`src/rtl/dncd_pkg.sv`:
```
/*
  Shared types and constants for the memory command decoder.
  Assumes command pins are already sampled on the rising clock edge.
*/
package dncd_pkg;

  localparam int BA_W   = 3;
  localparam int ADDR_W = 16;
  localparam int NBANK  = 8;
  localparam int A10_POS = 10;
  localparam int A12_POS = 12;
  localparam int NMR     = 4;
  localparam int BURST_W = 3;
  localparam logic [BURST_W-1:0] BURST_BL8 = 3'h7;
  localparam logic [BURST_W-1:0] BURST_BC4 = 3'h3;
  localparam logic [NBANK-1:0] BANKS_CLOSED = 8'h00;
  // Settle time after power-down exit before idle counts
  localparam int T_XP_NS   = 24;
  localparam int CLK_NS    = 10;
  localparam int XP_CYC    = (T_XP_NS + CLK_NS - 1) / CLK_NS;
  localparam int XP_W      = 3;

  typedef struct packed {
    logic              cs_n;
    logic              ras_n;
    logic              cas_n;
    logic              we_n;
    logic              cke;
    logic              odt;
    logic [BA_W-1:0]   ba;
    logic [ADDR_W-1:0] addr;
  } dncd_pins_s;

  typedef enum logic [3:0] {
    DNCD_NOP, DNCD_MRS, DNCD_UNSUP, DNCD_PRE, DNCD_PREA, DNCD_ACT,
    DNCD_WR, DNCD_RD, DNCD_CAL, DNCD_ILL
  } dncd_cmd_e;

  typedef enum logic [1:0] {
    DNCD_RUN, DNCD_PD_PRE, DNCD_PD_ACT
  } dncd_pwr_e;

  typedef struct packed {
    logic           valid;
    dncd_cmd_e      cmd;
    logic [BA_W-1:0] bank;
    logic           auto_pre;
    logic           bl8;
    logic           cal_long;
    logic           cal_init;
  } dncd_ev_s;

endpackage
```
`src/rtl/dncd_decode.sv`:
```
/*
  Command and clock-enable decoder: classifies each sampled command,
  tracks open banks, burst activity and power-down state.
  Assumes the controller meets clock-enable hold and legal-command rules.
*/
// Operation
// - Commands are decoded only from select, strobes, clock enable and A10 (precharge all) at a rising edge.
// - Read with auto precharge is a read code with A10 high, and A12 picks chop 4 or length 8 when on-the-fly is enabled.
// - A no-operation registers nothing and does not stop work in progress.
// - With select high all inputs but clock enable are ignored and it acts as a no-operation.
// - Calibration is select low, row and column high, write low; A10 high long, low short.
// - Clock enable falling with a no-operation enters precharge or active power-down.
// - Clock enable low twice holds power-down; low then high with no-operation exits it.
// - The termination input affects neither decode nor clock-enable state.
// - Bank address picks the target bank, or one of four mode registers for a mode set.
// - Bursts always complete; fixed or on-the-fly length is chosen in mode register zero.
// - Idle only when banks closed, no burst, clock enable high and exit timing done.
// - Refresh and self-refresh encodings are unsupported and not acted on.
`timescale 1ns/1ns
module dncd_decode
  import dncd_pkg::*;
(
  // Clock and reset
  input  wire logic                  core_clk_i,
  input  wire logic                  rst_n_i,
  input  wire logic                  clk_en_i,
  // Command pins
  input  wire dncd_pkg::dncd_pins_s  pins_i,
  // Mode register zero burst setting
  input  wire logic                  otf_en_i,
  input  wire logic                  fixed_bl8_i,
  // Status
  output dncd_pkg::dncd_ev_s         event_o,
  output logic [dncd_pkg::NBANK-1:0] bank_open_o,
  output logic [dncd_pkg::NMR-1:0]   mr_sel_o,
  output logic                       burst_busy_o,
  output logic                       idle_o,
  output logic                       pd_active_o,
  output logic                       pd_precharge_o,
  output logic                       illegal_o
);
  import dncd_pkg::*;

  function automatic dncd_cmd_e classify(input logic cs_n, input logic ras_n,
                                         input logic cas_n, input logic we_n,
                                         input logic a10);
    logic [3:0] c;
    c = {cs_n, ras_n, cas_n, we_n};
    unique casez (c)
      4'b1???: classify = DNCD_NOP;
      4'b0111: classify = DNCD_NOP;
      4'b0000: classify = DNCD_MRS;
      4'b0001: classify = DNCD_UNSUP;
      4'b0010: classify = a10 ? DNCD_PREA : DNCD_PRE;
      4'b0011: classify = DNCD_ACT;
      4'b0100: classify = DNCD_WR;
      4'b0101: classify = DNCD_RD;
      4'b0110: classify = DNCD_CAL;
      default: classify = DNCD_ILL;
    endcase
  endfunction

  dncd_pwr_e          pwr;
  dncd_pwr_e          next_pwr;
  logic               cke_prev;
  logic               cal_seen;
  logic [NBANK-1:0]   next_bank_open;
  logic [BURST_W-1:0] burst_cnt;
  logic [BURST_W-1:0] next_burst_cnt;
  logic [XP_W-1:0]    xp_cnt;
  logic [XP_W-1:0]    next_xp_cnt;
  logic               next_illegal;
  dncd_ev_s           next_event;

  wire dncd_cmd_e raw_cmd = classify(pins_i.cs_n, pins_i.ras_n, pins_i.cas_n,
                                     pins_i.we_n, pins_i.addr[A10_POS]);
  wire       cke_hh    = cke_prev && pins_i.cke;
  wire       is_nop    = (raw_cmd == DNCD_NOP);
  wire       in_pd     = (pwr != DNCD_RUN);
  wire       pd_entry  = !in_pd && cke_prev && !pins_i.cke && is_nop;
  // exit on low then high with nop
  wire       pd_exit   = in_pd && !cke_prev && pins_i.cke && is_nop;
  wire       cke_bad   = (cke_prev != pins_i.cke) && !pd_entry && !pd_exit;
  wire       pd_bad    = in_pd && !cke_prev && pins_i.cke && !is_nop;
  wire       cmd_bad   = cke_hh && (raw_cmd == DNCD_UNSUP || raw_cmd == DNCD_ILL);
  wire       run_ok    = !in_pd && cke_hh && !cmd_bad;
  wire       col_cmd   = run_ok && (raw_cmd == DNCD_RD || raw_cmd == DNCD_WR);
  wire       col_ok    = col_cmd && bank_open_o[pins_i.ba] && !burst_busy_o;
  // length from A12 only when on-the-fly enabled
  wire       sel_bl8   = otf_en_i ? pins_i.addr[A12_POS] : fixed_bl8_i;
  wire       any_open  = |bank_open_o;
  wire       bank_idle = (bank_open_o == BANKS_CLOSED) && !burst_busy_o;
  wire       burst_end = burst_busy_o && (burst_cnt == '0);

  always_comb
  begin
    next_bank_open = bank_open_o;
    if (run_ok && raw_cmd == DNCD_ACT)
      next_bank_open[pins_i.ba] = 1'b1;
    if (run_ok && raw_cmd == DNCD_PRE && !burst_busy_o)
      next_bank_open[pins_i.ba] = 1'b0;
    if (run_ok && raw_cmd == DNCD_PREA && !burst_busy_o)
      next_bank_open = BANKS_CLOSED;
    // auto precharge closes bank at burst end if no other command was registered during the burst
    if (burst_end && event_o.auto_pre)
      next_bank_open[event_o.bank] = 1'b0;
  end

  always_comb
  begin
    next_burst_cnt = burst_cnt;
    if (col_ok)
      next_burst_cnt = sel_bl8 ? BURST_BL8 : BURST_BC4;
    else if (burst_busy_o && burst_cnt != '0)
      next_burst_cnt = burst_cnt - 1'b1;
  end

  always_comb
  begin
    next_pwr = pwr;
    if (pd_entry)
      next_pwr = bank_idle ? DNCD_PD_PRE : DNCD_PD_ACT;
    else if (pd_exit)
      next_pwr = DNCD_RUN;
  end

  always_comb
  begin
    next_xp_cnt = xp_cnt;
    if (pd_exit)
      next_xp_cnt = XP_W'(XP_CYC);
    else if (xp_cnt != '0)
      next_xp_cnt = xp_cnt - 1'b1;
  end

  // deselect and nop register no event
  always_comb
  begin
    next_event          = '0;
    next_event.cmd      = raw_cmd;
    next_event.bank     = pins_i.ba;
    next_event.auto_pre = pins_i.addr[A10_POS];
    next_event.bl8      = sel_bl8;
    next_event.cal_long = pins_i.addr[A10_POS];
    next_event.cal_init = pins_i.addr[A10_POS] && !cal_seen;
    next_event.valid    = run_ok && !is_nop &&
                          (!(raw_cmd == DNCD_RD || raw_cmd == DNCD_WR) || col_ok);
    if (!next_event.valid && burst_busy_o)
    begin
      next_event       = event_o;
      next_event.valid = 1'b0;
    end
  end

  assign next_illegal = cke_bad || pd_bad || cmd_bad || (col_cmd && !col_ok);

  always_ff @(posedge core_clk_i or negedge rst_n_i)
  begin
    if (!rst_n_i)
    begin
      pwr          <= DNCD_RUN;
      cke_prev     <= 1'b0;
      cal_seen     <= 1'b0;
      bank_open_o  <= BANKS_CLOSED;
      burst_cnt    <= '0;
      burst_busy_o <= 1'b0;
      xp_cnt       <= '0;
      event_o      <= '0;
      illegal_o    <= 1'b0;
    end
    else if (clk_en_i)
    begin
      pwr          <= next_pwr;
      cke_prev     <= pins_i.cke;
      cal_seen     <= cal_seen
                      || (next_event.valid && raw_cmd == DNCD_CAL && pins_i.addr[A10_POS]);
      bank_open_o  <= next_bank_open;
      burst_cnt    <= next_burst_cnt;
      burst_busy_o <= col_ok || (burst_busy_o && burst_cnt != '0);
      xp_cnt       <= next_xp_cnt;
      event_o      <= next_event;
      illegal_o    <= next_illegal;
    end
  end

  always_ff @(posedge core_clk_i or negedge rst_n_i)
  begin
    if (!rst_n_i)
    begin
      mr_sel_o       <= '0;
      idle_o         <= 1'b0;
      pd_active_o    <= 1'b0;
      pd_precharge_o <= 1'b0;
    end
    else if (clk_en_i)
    begin
      if (run_ok && raw_cmd == DNCD_MRS)
        mr_sel_o <= NMR'(1) << pins_i.ba[1:0];
      idle_o         <= (next_bank_open == BANKS_CLOSED) && (next_burst_cnt == '0)
                        && !col_ok && !burst_busy_o && pins_i.cke
                        && next_pwr == DNCD_RUN && next_xp_cnt == '0;
      pd_active_o    <= next_pwr == DNCD_PD_ACT;
      pd_precharge_o <= next_pwr == DNCD_PD_PRE;
    end
  end

  // entry picks mode by bank state
  a_pd_entry_mode: assert property (@(posedge core_clk_i) disable iff (!rst_n_i)
    clk_en_i && pd_entry |=> (pd_precharge_o == $past(bank_idle))
    && (pd_active_o == $past(any_open || burst_busy_o)))
    else $error("power-down mode wrong");

  a_pd_hold: assert property (@(posedge core_clk_i) disable iff (!rst_n_i)
    clk_en_i && in_pd && !cke_prev && !pins_i.cke |=> (pd_active_o || pd_precharge_o))
    else $error("power-down not held");

  a_pd_exit: assert property (@(posedge core_clk_i) disable iff (!rst_n_i)
    clk_en_i && pd_exit |=> !pd_active_o && !pd_precharge_o)
    else $error("power-down not left");

  a_nop_no_event: assert property (@(posedge core_clk_i) disable iff (!rst_n_i)
    clk_en_i && pins_i.cs_n |=> !event_o.valid)
    else $error("deselect registered a command");

  a_bad_keeps: assert property (@(posedge core_clk_i) disable iff (!rst_n_i)
    clk_en_i && cmd_bad && !burst_busy_o |=> $stable(bank_open_o) && illegal_o)
    else $error("illegal command changed state");

  a_burst_len: assert property (@(posedge core_clk_i) disable iff (!rst_n_i)
    clk_en_i && col_ok && sel_bl8 ##1 clk_en_i[*7] |=> burst_busy_o)
    else $error("burst cut short");

  a_idle_cond: assert property (@(posedge core_clk_i) disable iff (!rst_n_i)
    idle_o |-> bank_open_o == BANKS_CLOSED && !burst_busy_o && !in_pd && xp_cnt == '0)
    else $error("idle with activity");

  a_cal_decode: assert property (@(posedge core_clk_i) disable iff (!rst_n_i)
    clk_en_i && run_ok && raw_cmd == DNCD_CAL |=> event_o.valid && event_o.cmd == DNCD_CAL
    && event_o.cal_long == $past(pins_i.addr[A10_POS]))
    else $error("calibration decode wrong");

  a_rdap_close: assert property (@(posedge core_clk_i) disable iff (!rst_n_i)
    clk_en_i && col_ok && raw_cmd == DNCD_RD && pins_i.addr[A10_POS] && !sel_bl8
    ##1 clk_en_i[*4] |=> !bank_open_o[$past(pins_i.ba, 5)])
    else $error("auto precharge missed");

  a_cke_gate: assert property (@(posedge core_clk_i) disable iff (!rst_n_i)
    clk_en_i && !cke_hh |=> !event_o.valid)
    else $error("command taken without clock enable");

  a_nop_burst: assert property (@(posedge core_clk_i) disable iff (!rst_n_i)
    clk_en_i && is_nop && burst_busy_o && burst_cnt != '0 |=> burst_busy_o && !event_o.valid)
    else $error("no-operation stopped a burst");

  a_rd_fields: assert property (@(posedge core_clk_i) disable iff (!rst_n_i)
    clk_en_i && col_ok |=> event_o.valid && event_o.auto_pre == $past(pins_i.addr[A10_POS])
    && event_o.bank == $past(pins_i.ba))
    else $error("column command fields wrong");

  a_act_opens: assert property (@(posedge core_clk_i) disable iff (!rst_n_i)
    clk_en_i && run_ok && raw_cmd == DNCD_ACT |=> bank_open_o[$past(pins_i.ba)])
    else $error("activate missed its bank");

  a_mrs_pick: assert property (@(posedge core_clk_i) disable iff (!rst_n_i)
    clk_en_i && run_ok && raw_cmd == DNCD_MRS |=> $onehot(mr_sel_o)
    && mr_sel_o[$past(pins_i.ba[1:0])])
    else $error("mode register select wrong");

  a_xp_settle: assert property (@(posedge core_clk_i) disable iff (!rst_n_i)
    clk_en_i && pd_exit |=> !idle_o && xp_cnt != '0)
    else $error("idle during exit delay");

  // Clock enable low freezes state
  a_en_freeze: assert property (@(posedge core_clk_i) disable iff (!rst_n_i)
    !clk_en_i |=> $stable(bank_open_o) && $stable(event_o) && $stable(pwr))
    else $error("state moved with clock enable low");

  c_read: cover property (@(posedge core_clk_i) clk_en_i && col_ok && raw_cmd == DNCD_RD);
  c_write: cover property (@(posedge core_clk_i) clk_en_i && col_ok && raw_cmd == DNCD_WR);
  c_pd_act: cover property (@(posedge core_clk_i) pd_active_o);
  c_pd_pre: cover property (@(posedge core_clk_i) pd_precharge_o);
  c_cal: cover property (@(posedge core_clk_i) event_o.valid && event_o.cal_init);
endmodule

```
`config.mk`:
```
export PLATFORM = sky130hd
export DESIGN_NAME = dncd_decode
export DESIGN_NICKNAME = d
export VERILOG_FILES = /design/src/rtl/dncd_pkg.sv /design/src/rtl/dncd_decode.sv
export SDC_FILE = /design/constraint.sdc
export NUM_CORES = 1
export LEC_CHECK = 0
export BUFFER_PORTS_ARGS = -buffer_cell sky130_fd_sc_hd__buf_2
export CORE_UTILIZATION = 33
export DETAILED_ROUTE_END_ITERATION = 8
export GPL_ROUTABILITY_DRIVEN = 0
export PLACE_DENSITY = 0.6
export SLEW_MARGIN = 0
export SYNTH_ARGS = -nofsm -noshare
export SYNTH_HDL_FRONTEND = slang
export SYNTH_SLANG_ARGS = --single-unit
```
`constraint.sdc`:
```
create_clock -name core_clk_i -period 2.05 [get_ports core_clk_i]
set_input_delay 0 -clock core_clk_i [delete_from_list [all_inputs] [get_ports core_clk_i]]
set_output_delay 0 -clock core_clk_i [all_outputs]
set_load 0.05 [all_outputs]
```
# ---- Word level (Yosys, flattened, before mapping)
# Index checks and enable logic that the tools add are counted.
dict set report totals {
  regBits 38
  output_inout_bits 29
}
dict set report classes {
  n_shift 1
  eq_ne 19
  muxes 22
  order_cmp 4
  add_sub_neg 2
  bitwise_logic 6
  n_reduce_logical 75
}
# operator n
set op_table {}
lappend op_table {{logical AND 1 bit} 41}
lappend op_table {{equality test 4 x 3 -> 1 bit (second input constant)} 8}
lappend op_table {{two-way mux 8 bit} 4}
lappend op_table {{one-hot mux 4 bit (8 select lines)} 1}
lappend op_table {{two-way mux 3 bit} 6}
lappend op_table {{AND 8 bit} 2}
lappend op_table {{equality test 4 x 2 -> 1 bit (second input constant)} 4}
lappend op_table {{logical NOT 8 bit} 2}
lappend op_table {{NOT 8 bit} 2}
lappend op_table {{logical NOT 1 bit} 12}
lappend op_table {{two-way mux 12 bit} 1}
lappend op_table {{logical NOT 3 bit} 3}
lappend op_table {{equality test 4 x 1 -> 1 bit (second input constant)} 2}
lappend op_table {{equality test 4 bit (second input constant)} 2}
lappend op_table {{logical NOT 4 bit} 2}
lappend op_table {{logical OR 1 bit} 8}
lappend op_table {{< comparator 3 x 4 -> 1 bit (second input constant)} 2}
lappend op_table {{bitwise OR 8 bit} 1}
lappend op_table {{demux 1 bit (select 3 bit)} 2}
lappend op_table {{greater-or-equal comparator 3 x 1 -> 1 bit (second input constant)} 2}
lappend op_table {{two-way mux 2 bit} 3}
lappend op_table {{nonzero test 3 bit} 2}
lappend op_table {{subtractor 3 x 1 -> 3 bit (second input constant)} 2}
lappend op_table {{two-way mux 1 bit} 4}
lappend op_table {{other kinds (10)} 11}

# ---- Logic depth before layout (Yosys ltp)
# Gate-level depths: netlist of run 1.
dict set report logic_depth {
  depth_word 22
  ltp_mapped 8
  mapped_depth_nobuf 7
}

# ---- Worst setup path before layout of run 1
# No wires, ideal clock.
dict set report synth_timing {
  path_kind {reg2reg}
  from {register bank_open_o[7] in the netlist's numbering}
  to {register event_o[5] in the netlist's numbering}
  setup_slack_ps -198
  synth_period_minus_slack_ps 2248
  arrival_time_ps 2123
  setup_time_ps 125
  stages_incl_launch_ff 6
  path_cell_list {dfrtp_1 > mux4_2 > a2bb2oi_1 > a31o_1 > a21oi_4 > mux2_2}
}
dict set report synth_via {
  elab_chain_len 10
}
# item line
set synth_lines {}
lappend synth_lines {{start, declared} dncd_decode.sv:34} ;# output logic [dncd_pkg::NBANK-1:0] bank_open_o,
lappend synth_lines {{start signal, assigned} dncd_decode.sv:177} ;# bank_open_o <= next_bank_open;
lappend synth_lines {{binary-select mux 1 bit (select 3 bit)} dncd_decode.sv:88} ;# wire col_ok = col_cmd && bank_open_o[pins_i.ba] && !burst_busy_o;
lappend synth_lines {{two-way mux 1 bit (not written as such)} dncd_decode.sv:88}
lappend synth_lines {{logical AND 1 bit (2 in a row)} dncd_decode.sv:88}
lappend synth_lines {{logical OR 1 bit} dncd_decode.sv:147} ;# (!(raw_cmd == DNCD_RD || raw_cmd == DNCD_WR) || col_ok);
lappend synth_lines {{logical AND 1 bit} dncd_decode.sv:146} ;# next_event.valid = run_ok && !is_nop &&
lappend synth_lines {{logical NOT 1 bit} dncd_decode.sv:148} ;# if (!next_event.valid && burst_busy_o)
lappend synth_lines {{logical AND 1 bit} dncd_decode.sv:148}
lappend synth_lines {{NOT 1 bit (no source line)} --}
lappend synth_lines {{AND reduction 2 bit (no source line)} --}
lappend synth_lines {{end signal, assigned} dncd_decode.sv:181} ;# event_o <= next_event;
lappend synth_lines {{end, declared} dncd_decode.sv:33} ;# output dncd_pkg::dncd_ev_s event_o,
# Every way passes these cells. The select of a mux whose other input is x is not followed.
# A chain may end at the register's enable or synchronous reset.

# ---- Final worst setup path of run 1
dict set report layout_timing {
  from {register bank_open_o[7] in the netlist's numbering}
  to {register event_o[1] in the netlist's numbering}
}
# The elaborated chain is that of the path after synthesis.

==> impl_metrics.toml, run 1 <==
[floorplan]
core_area_um2 = 6830
rows = 30
die-width_um = 86.5
start_util = 0.345
ios = 59
die_y_um = 86.5
dieArea_um2 = 7480

[routing]
drt_iter0_markers = 218
firstDrtPassIters = 4
wire_per_inst_um = 15.2
via_count = 2203
viasPerCell = 5.33
drcViolationCount = 0
drt_wl_total_um = 6290
postRouteAntennaNets = 0

[yosys]
synth_area_leaders = "dfrtp_1, mux2i_1, mux2_2, inv_1, o21ai_0"
synth_top_cell_area_share = 0.404
synthTopCellsByCount = "dfrtp_1, inv_1, nand2_1, nor2_1, o21ai_0"
synth_top_area_cell = "dfrtp_1"
synth.distinct_cells = 50
syn-cell-area_um2 = 2350
ys_seq_area_frac = 0.404
synth-seq-cells = 38
synthArstFlopShare = 1.00
synthCells = 253
yosysMostFrequentCell = "dfrtp_1"
synth_fp_nets = 288
synth_flop_cell = "dfrtp_1"
yosysWarnings = 0
avgSynthCellArea_um2 = 9.31
synth_edf_count = 0

[global_routing]
grt_busiest_layer = "met2"
grt_pass1_vias = 2149
grt_pass1_wl_um = 10400
antenna_found_initial = 0
grt_max_degree = 39
grt.met1_usage = 0.247
grt_usage = 0.180
grt-ovfl-total = 0
gr-usage-met2 = 0.276
gr-usage-met3 = 0.0381

[setup_path]
crit_path_start_kind = "register"
worstSetupEndpointType = "register"
crit_type = "reg2reg"
ff2ff_setup_slack_ns = 0.05
cp_slowest_cell = "mux4_2"
cpPeakStageDelay_ns = 0.48
required_ns = 2.23
cp.arrival_ns = 2.18
critPathMaxFanout = 9
cp_cell_sequence = "mux4_2 -> a2bb2oi_2 -> a31o_1 -> a21oi_4 -> buf_12 -> mux2_2"

[power_and_ir_drop]
ir_drop_uv = 538
powerDensity_nw_per_um2 = 1080
p_leak_uw = 0.00138

[cells_and_area]
insertedDiodeCount = 0
finalNonFillerCells = 413
postLayoutCellArea_um2 = 2990
fin_nets = 351
area_growth_pct = 26.8
drive_above_1_share = 0.325
final_core_util = 0.437

[job]
maxCapViolCount = 0

[clock_tree]
cts_made_buffers = 5
root_buffer = "clkbuf_8"
clock_latency_ns = 0.30
cts.htree.levels = 2
clock-sinks = 38
cts.path.max_buffers = 2
clk_pin_slew_ns = 0.08
cts_tree = "built"

[sta]
hold_violations = 0
fin_tns_setup_ns = 0
tightest_slew_ns = 0.511
fin_crit_sh = 0.977
layout_min_cycle_time_ns = 2.00
clock_skew_ns = 0.00741
hold_slack_ns = 0.0197
drv_slew = 0
setup_viol = 0
max_freq_ghz = 0.500
max-slew-margin-rel = 0.659

[min_path]
hold_path_class = "in2reg"

[status]
status = "finished, final reports clean"

[placement]
dp_hpwl_um = 4590
dpl.cell_count = 399
portBuffers = 43
postPlaceCellArea_um2 = 2780
[layout make-up]
type / count / area (um^2)
clock inverters: 1 / 5.00
well taps: 96 / 120
inverters: 22 / 82.6
repair buffers: 68 / 418
fillers: 691 / 3840
flip-flops and latches: 38 / 956
multi-input cells: 181 / 1320
clock buffers: 7 / 86.3
[routing by layer]
layer | up-vias | routed length (um)
met5 | - | 0
met1 | 1055 | 3010
met2 | 59 | 2850
met3 | 14 | 318
li1 | 1075 | -
met4 | 0 | 118
[flip-flops by register name, indices dropped and copies added (netlist names)]
name            count
mr_sel_o            4
burst_cnt           3
pwr                 2
bank_open_o         8
burst_busy_o        1
xp_cnt              3
cal_seen            1
idle_o              1
event_o            11
cke_prev            1
pd_precharge_o      1
illegal_o           1
pd_active_o         1
[path summary, 6_finish.rpt]
path	startpoint	endpoint	cells past startpoint
setup / recovery	bank_open_o[7]	event_o[1]	6
hold / removal	pins_i[20]	cke_prev	3
setup reg to reg	bank_open_o[7]	event_o[1]	6
hold reg to reg	mr_sel_o[0]	mr_sel_o[0]	2
max in group asynchronous	rst_n_i	bank_open_o[1]	3
min in group asynchronous	rst_n_i	pwr[1]	3
[timing repair]
item,in CTS,in global routing
gates cloned,0,0
hold buffers,1,0
endpoints found under the setup margin,7,4
resized for setup,0,10
pin swaps,1,3
buffers inserted,1,4
endpoints found under the hold margin,38,0
[cell families (layout without fill, tap and decap cells)]
family	Yosys count	count (layout)	share of synthesized area
simple gates	85	85	0.194
compound gates	68	68	0.208
flops	38	38	0.404
buf+inv	34	98	0.0590
mux	23	23	0.108
fa+ha+maj	5	5	0.0266
[critical path: cells and delay by family (launching register included)]
kind,cells,cell delay (ns)
DFF,1,0.41
buffers and inverters,1,0.14
AOI/OAI and AO/OA,3,0.53
muxes,2,0.80
[stage by stage]
step / power (uW) / worst slack (ns)
floorplan: 2170 / -0.0889
global placement: 2590 / -0.0134
detailed placement: 2610 / -0.0208
CTS: 3180 / 0.0457
global route: 3440 / -0.00228
finish: 3230 / 0.0481
[report_power, final]
group	total, uW	internal, uW	switching, uW
combinational	1590	575	1020
clock	551	272	280
sequential	1090	938	153
total	3230	1780	1450
[layout by cell type, fill, tap and decap left out, types with 4 or more instances in the layout]
cell / n
inv_1: 22
o2111ai_2: 4
a31oi_1: 5
dfrtp_2: 4
a21oi_1: 9
nor3_1: 7
buf_4: 23
nor2_1: 16
o21ai_0: 14
o31ai_1: 9
nand4_1: 6
nand3_1: 10
nor2b_1: 6
nand2b_1: 6
ha_1: 5
nand2_1: 16
clkbuf_8: 6
buf_2: 43
mux2i_1: 12
mux2_2: 9
dfrtp_1: 34
Note: power is estimated with default switching activity, not from simulation.
==> inputs of run 2 (changes only) <==
CORE_UTILIZATION = 48   (was 33)
PLACE_DENSITY = 0.8   (was 0.6)
==> run 2 against run 1 <==
  * Worst hold slack got worse by 0.0051 ns
  * Global-route usage is 5.3 points higher
  * Wire length shrank 7.4%
  * Combinational power about the same
  * Maximum frequency increased by 0.82%
  * Sequential share of layout area increased by 0.81 points
  * Sequential cell count is the same
  * Largest power group unchanged
  * Highest routed layer unchanged
==> impl_metrics.toml, run 2 (synthesis results as in run 1) <==
[cells_and_area]
largest_reg_flops = 11
multi_input_area_um2 = 1310
largest_registers = "event_o: 11 flops, bank_open_o: 8 flops, mr_sel_o: 4 flops"
drive_above_1_share = 0.314
regMostFlops = "event_o"
final_common_cell = "buf_2"
fin_nets = 349
insertedDiodeCount = 0
final_cell_mix = "buf_2, dfrtp_1, inv_1, buf_4"
final_core_util = 0.617
n_fill_cell = 387
area_growth_pct = 23.7
register_area_um2 = 956

[sta]
layout_min_cycle_time_ns = 1.99
fin_crit_sh = 0.969
worst_slack_ns = 0.0643
max-slew-margin-rel = 0.429
clock_skew_ns = 0.00912
max_freq_ghz = 0.504
drv_slew = 0
tightest_slew_ns = 0.856
hold_violations = 0
setup_viol = 0
fin_tns_setup_ns = 0

[global_routing]
grt_max_degree = 39
grt-ovfl-total = 0
grt_usage = 0.233
antenna_found_initial = 0
grt_pass1_wl_um = 9370
grt_pass1_vias = 2055

[routing]
wire_per_inst_um = 15.3
drcViolationCount = 0
viasPerCell = 5.90
via_count = 2255
firstDrtPassIters = 5
drt_wl_total_um = 5830
drt_iter0_markers = 176
postRouteAntennaNets = 0

[min_path]
hold_path_class = "in2reg"

[floorplan]
start_util = 0.499
dieArea_um2 = 5190
core_area_um2 = 4720
ios = 59
die-width_um = 72.0
rows = 25
die_y_um = 72.0

[setup_path]
cpPeakStageDelay_ns = 0.48
crit_type = "reg2reg"
cp.arrival_ns = 2.16
ff2ff_setup_slack_ns = 0.06
worstSetupEndpointType = "register"
required_ns = 2.22
crit_path_start_kind = "register"
cp_cell_sequence = "mux4_2 -> a2bb2oi_2 -> a31o_1 -> a21oi_4 -> buf_12 -> mux2_2"
cp_slowest_cell = "mux4_2"
path_delay_family = "multiplexers"
path_buf_inv = 1
critPathMaxFanout = 9

[clock_tree]
clock-sinks = 38
cts.path.max_buffers = 2
root_buffer = "clkbuf_8"
cts.htree.levels = 2
clk_pin_slew_ns = 0.08
cts_made_buffers = 5
clock_latency_ns = 0.29
cts_tree = "built"

[power_and_ir_drop]
power_uw = 3150
ir_drop_uv = 589
p_leak_uw = 0.00137
powerDensity_nw_per_um2 = 1080

[placement]
dp_hpwl_um = 4290
place_ws_ns = -0.0186
portBuffers = 43

[job]
maxCapViolCount = 0

[status]
status = "finished, final reports clean"
-- run 2: cell count changes in the layout (fill, tap and decap cells not counted), sizes merged --
cell    change
clkbuf      -1
buf         -2
clkinv      +1
-- run 2: what timing repair did --
item                                    4_1_cts  5_1_grt
endpoints found under the setup margin        7        4
pin swaps                                     1        1
endpoints found under the hold margin        38        0
resized for setup                             0        8
setup buffers                                 1        2
hold buffers                                  1        0
-- run 2: per-layer routing --
layer  part of all wire  track usage  vias to the layer above
met1               0.44        0.306                     1080
met3              0.062       0.0444                       15
li1                   -            -                     1069
met4              0.021       0.0959                        0
met2               0.48        0.378                       91
met5                  0            0                        -
-- run 2: report_power, final --
| group | leakage, uW | internal, uW | switching, uW |
|---|---|---|---|
| clock | 0.0000450 | 236 | 264 |
| sequential | 0.000465 | 938 | 157 |
| combinational | 0.000855 | 560 | 995 |
-- run 2: final timing paths --
path | cells after the start | endpoint | startpoint
setup / recovery | 6 | event_o[0] | bank_open_o[7]
hold reg to reg | 1 | event_o[10] | event_o[10]
min in group asynchronous | 2 | mr_sel_o[1] | rst_n_i
hold / removal | 3 | cke_prev | pins_i[20]
setup reg to reg | 6 | event_o[0] | bank_open_o[7]
max in group asynchronous | 2 | bank_open_o[7] | rst_n_i
-- run 2: area by class of cell --
cell class | count | area share
clock buffer | 6 | 0.0249
clock inverter | 2 | 0.00344
inverter | 22 | 0.0284
multi-input combinational | 181 | 0.448
sequential | 38 | 0.328
tap | 67 | 0.0288
timing repair buffer | 66 | 0.138
-- run 2: worst reg2reg max path, stage by stage (launching register included) --
cell	delay, ns
dfrtp_2	0.41
mux4_2	0.48
a2bb2oi_2	0.16
a31o_1	0.21
a21oi_4	0.15
buf_12	0.14
mux2_2	0.33
-- run 2: per-stage QoR --
stage          std cells  instance area (um^2)  hold slack (ns)
3_3_place_gp         370                  2750            0.148
6_report             382                  2910           0.0146
2_1_floorplan        253                  2360           -0.296
5_1_grt              382                  2910           0.0179
3_5_place_dp         370                  2750            0.155
4_1_cts              380                  2860          0.00967
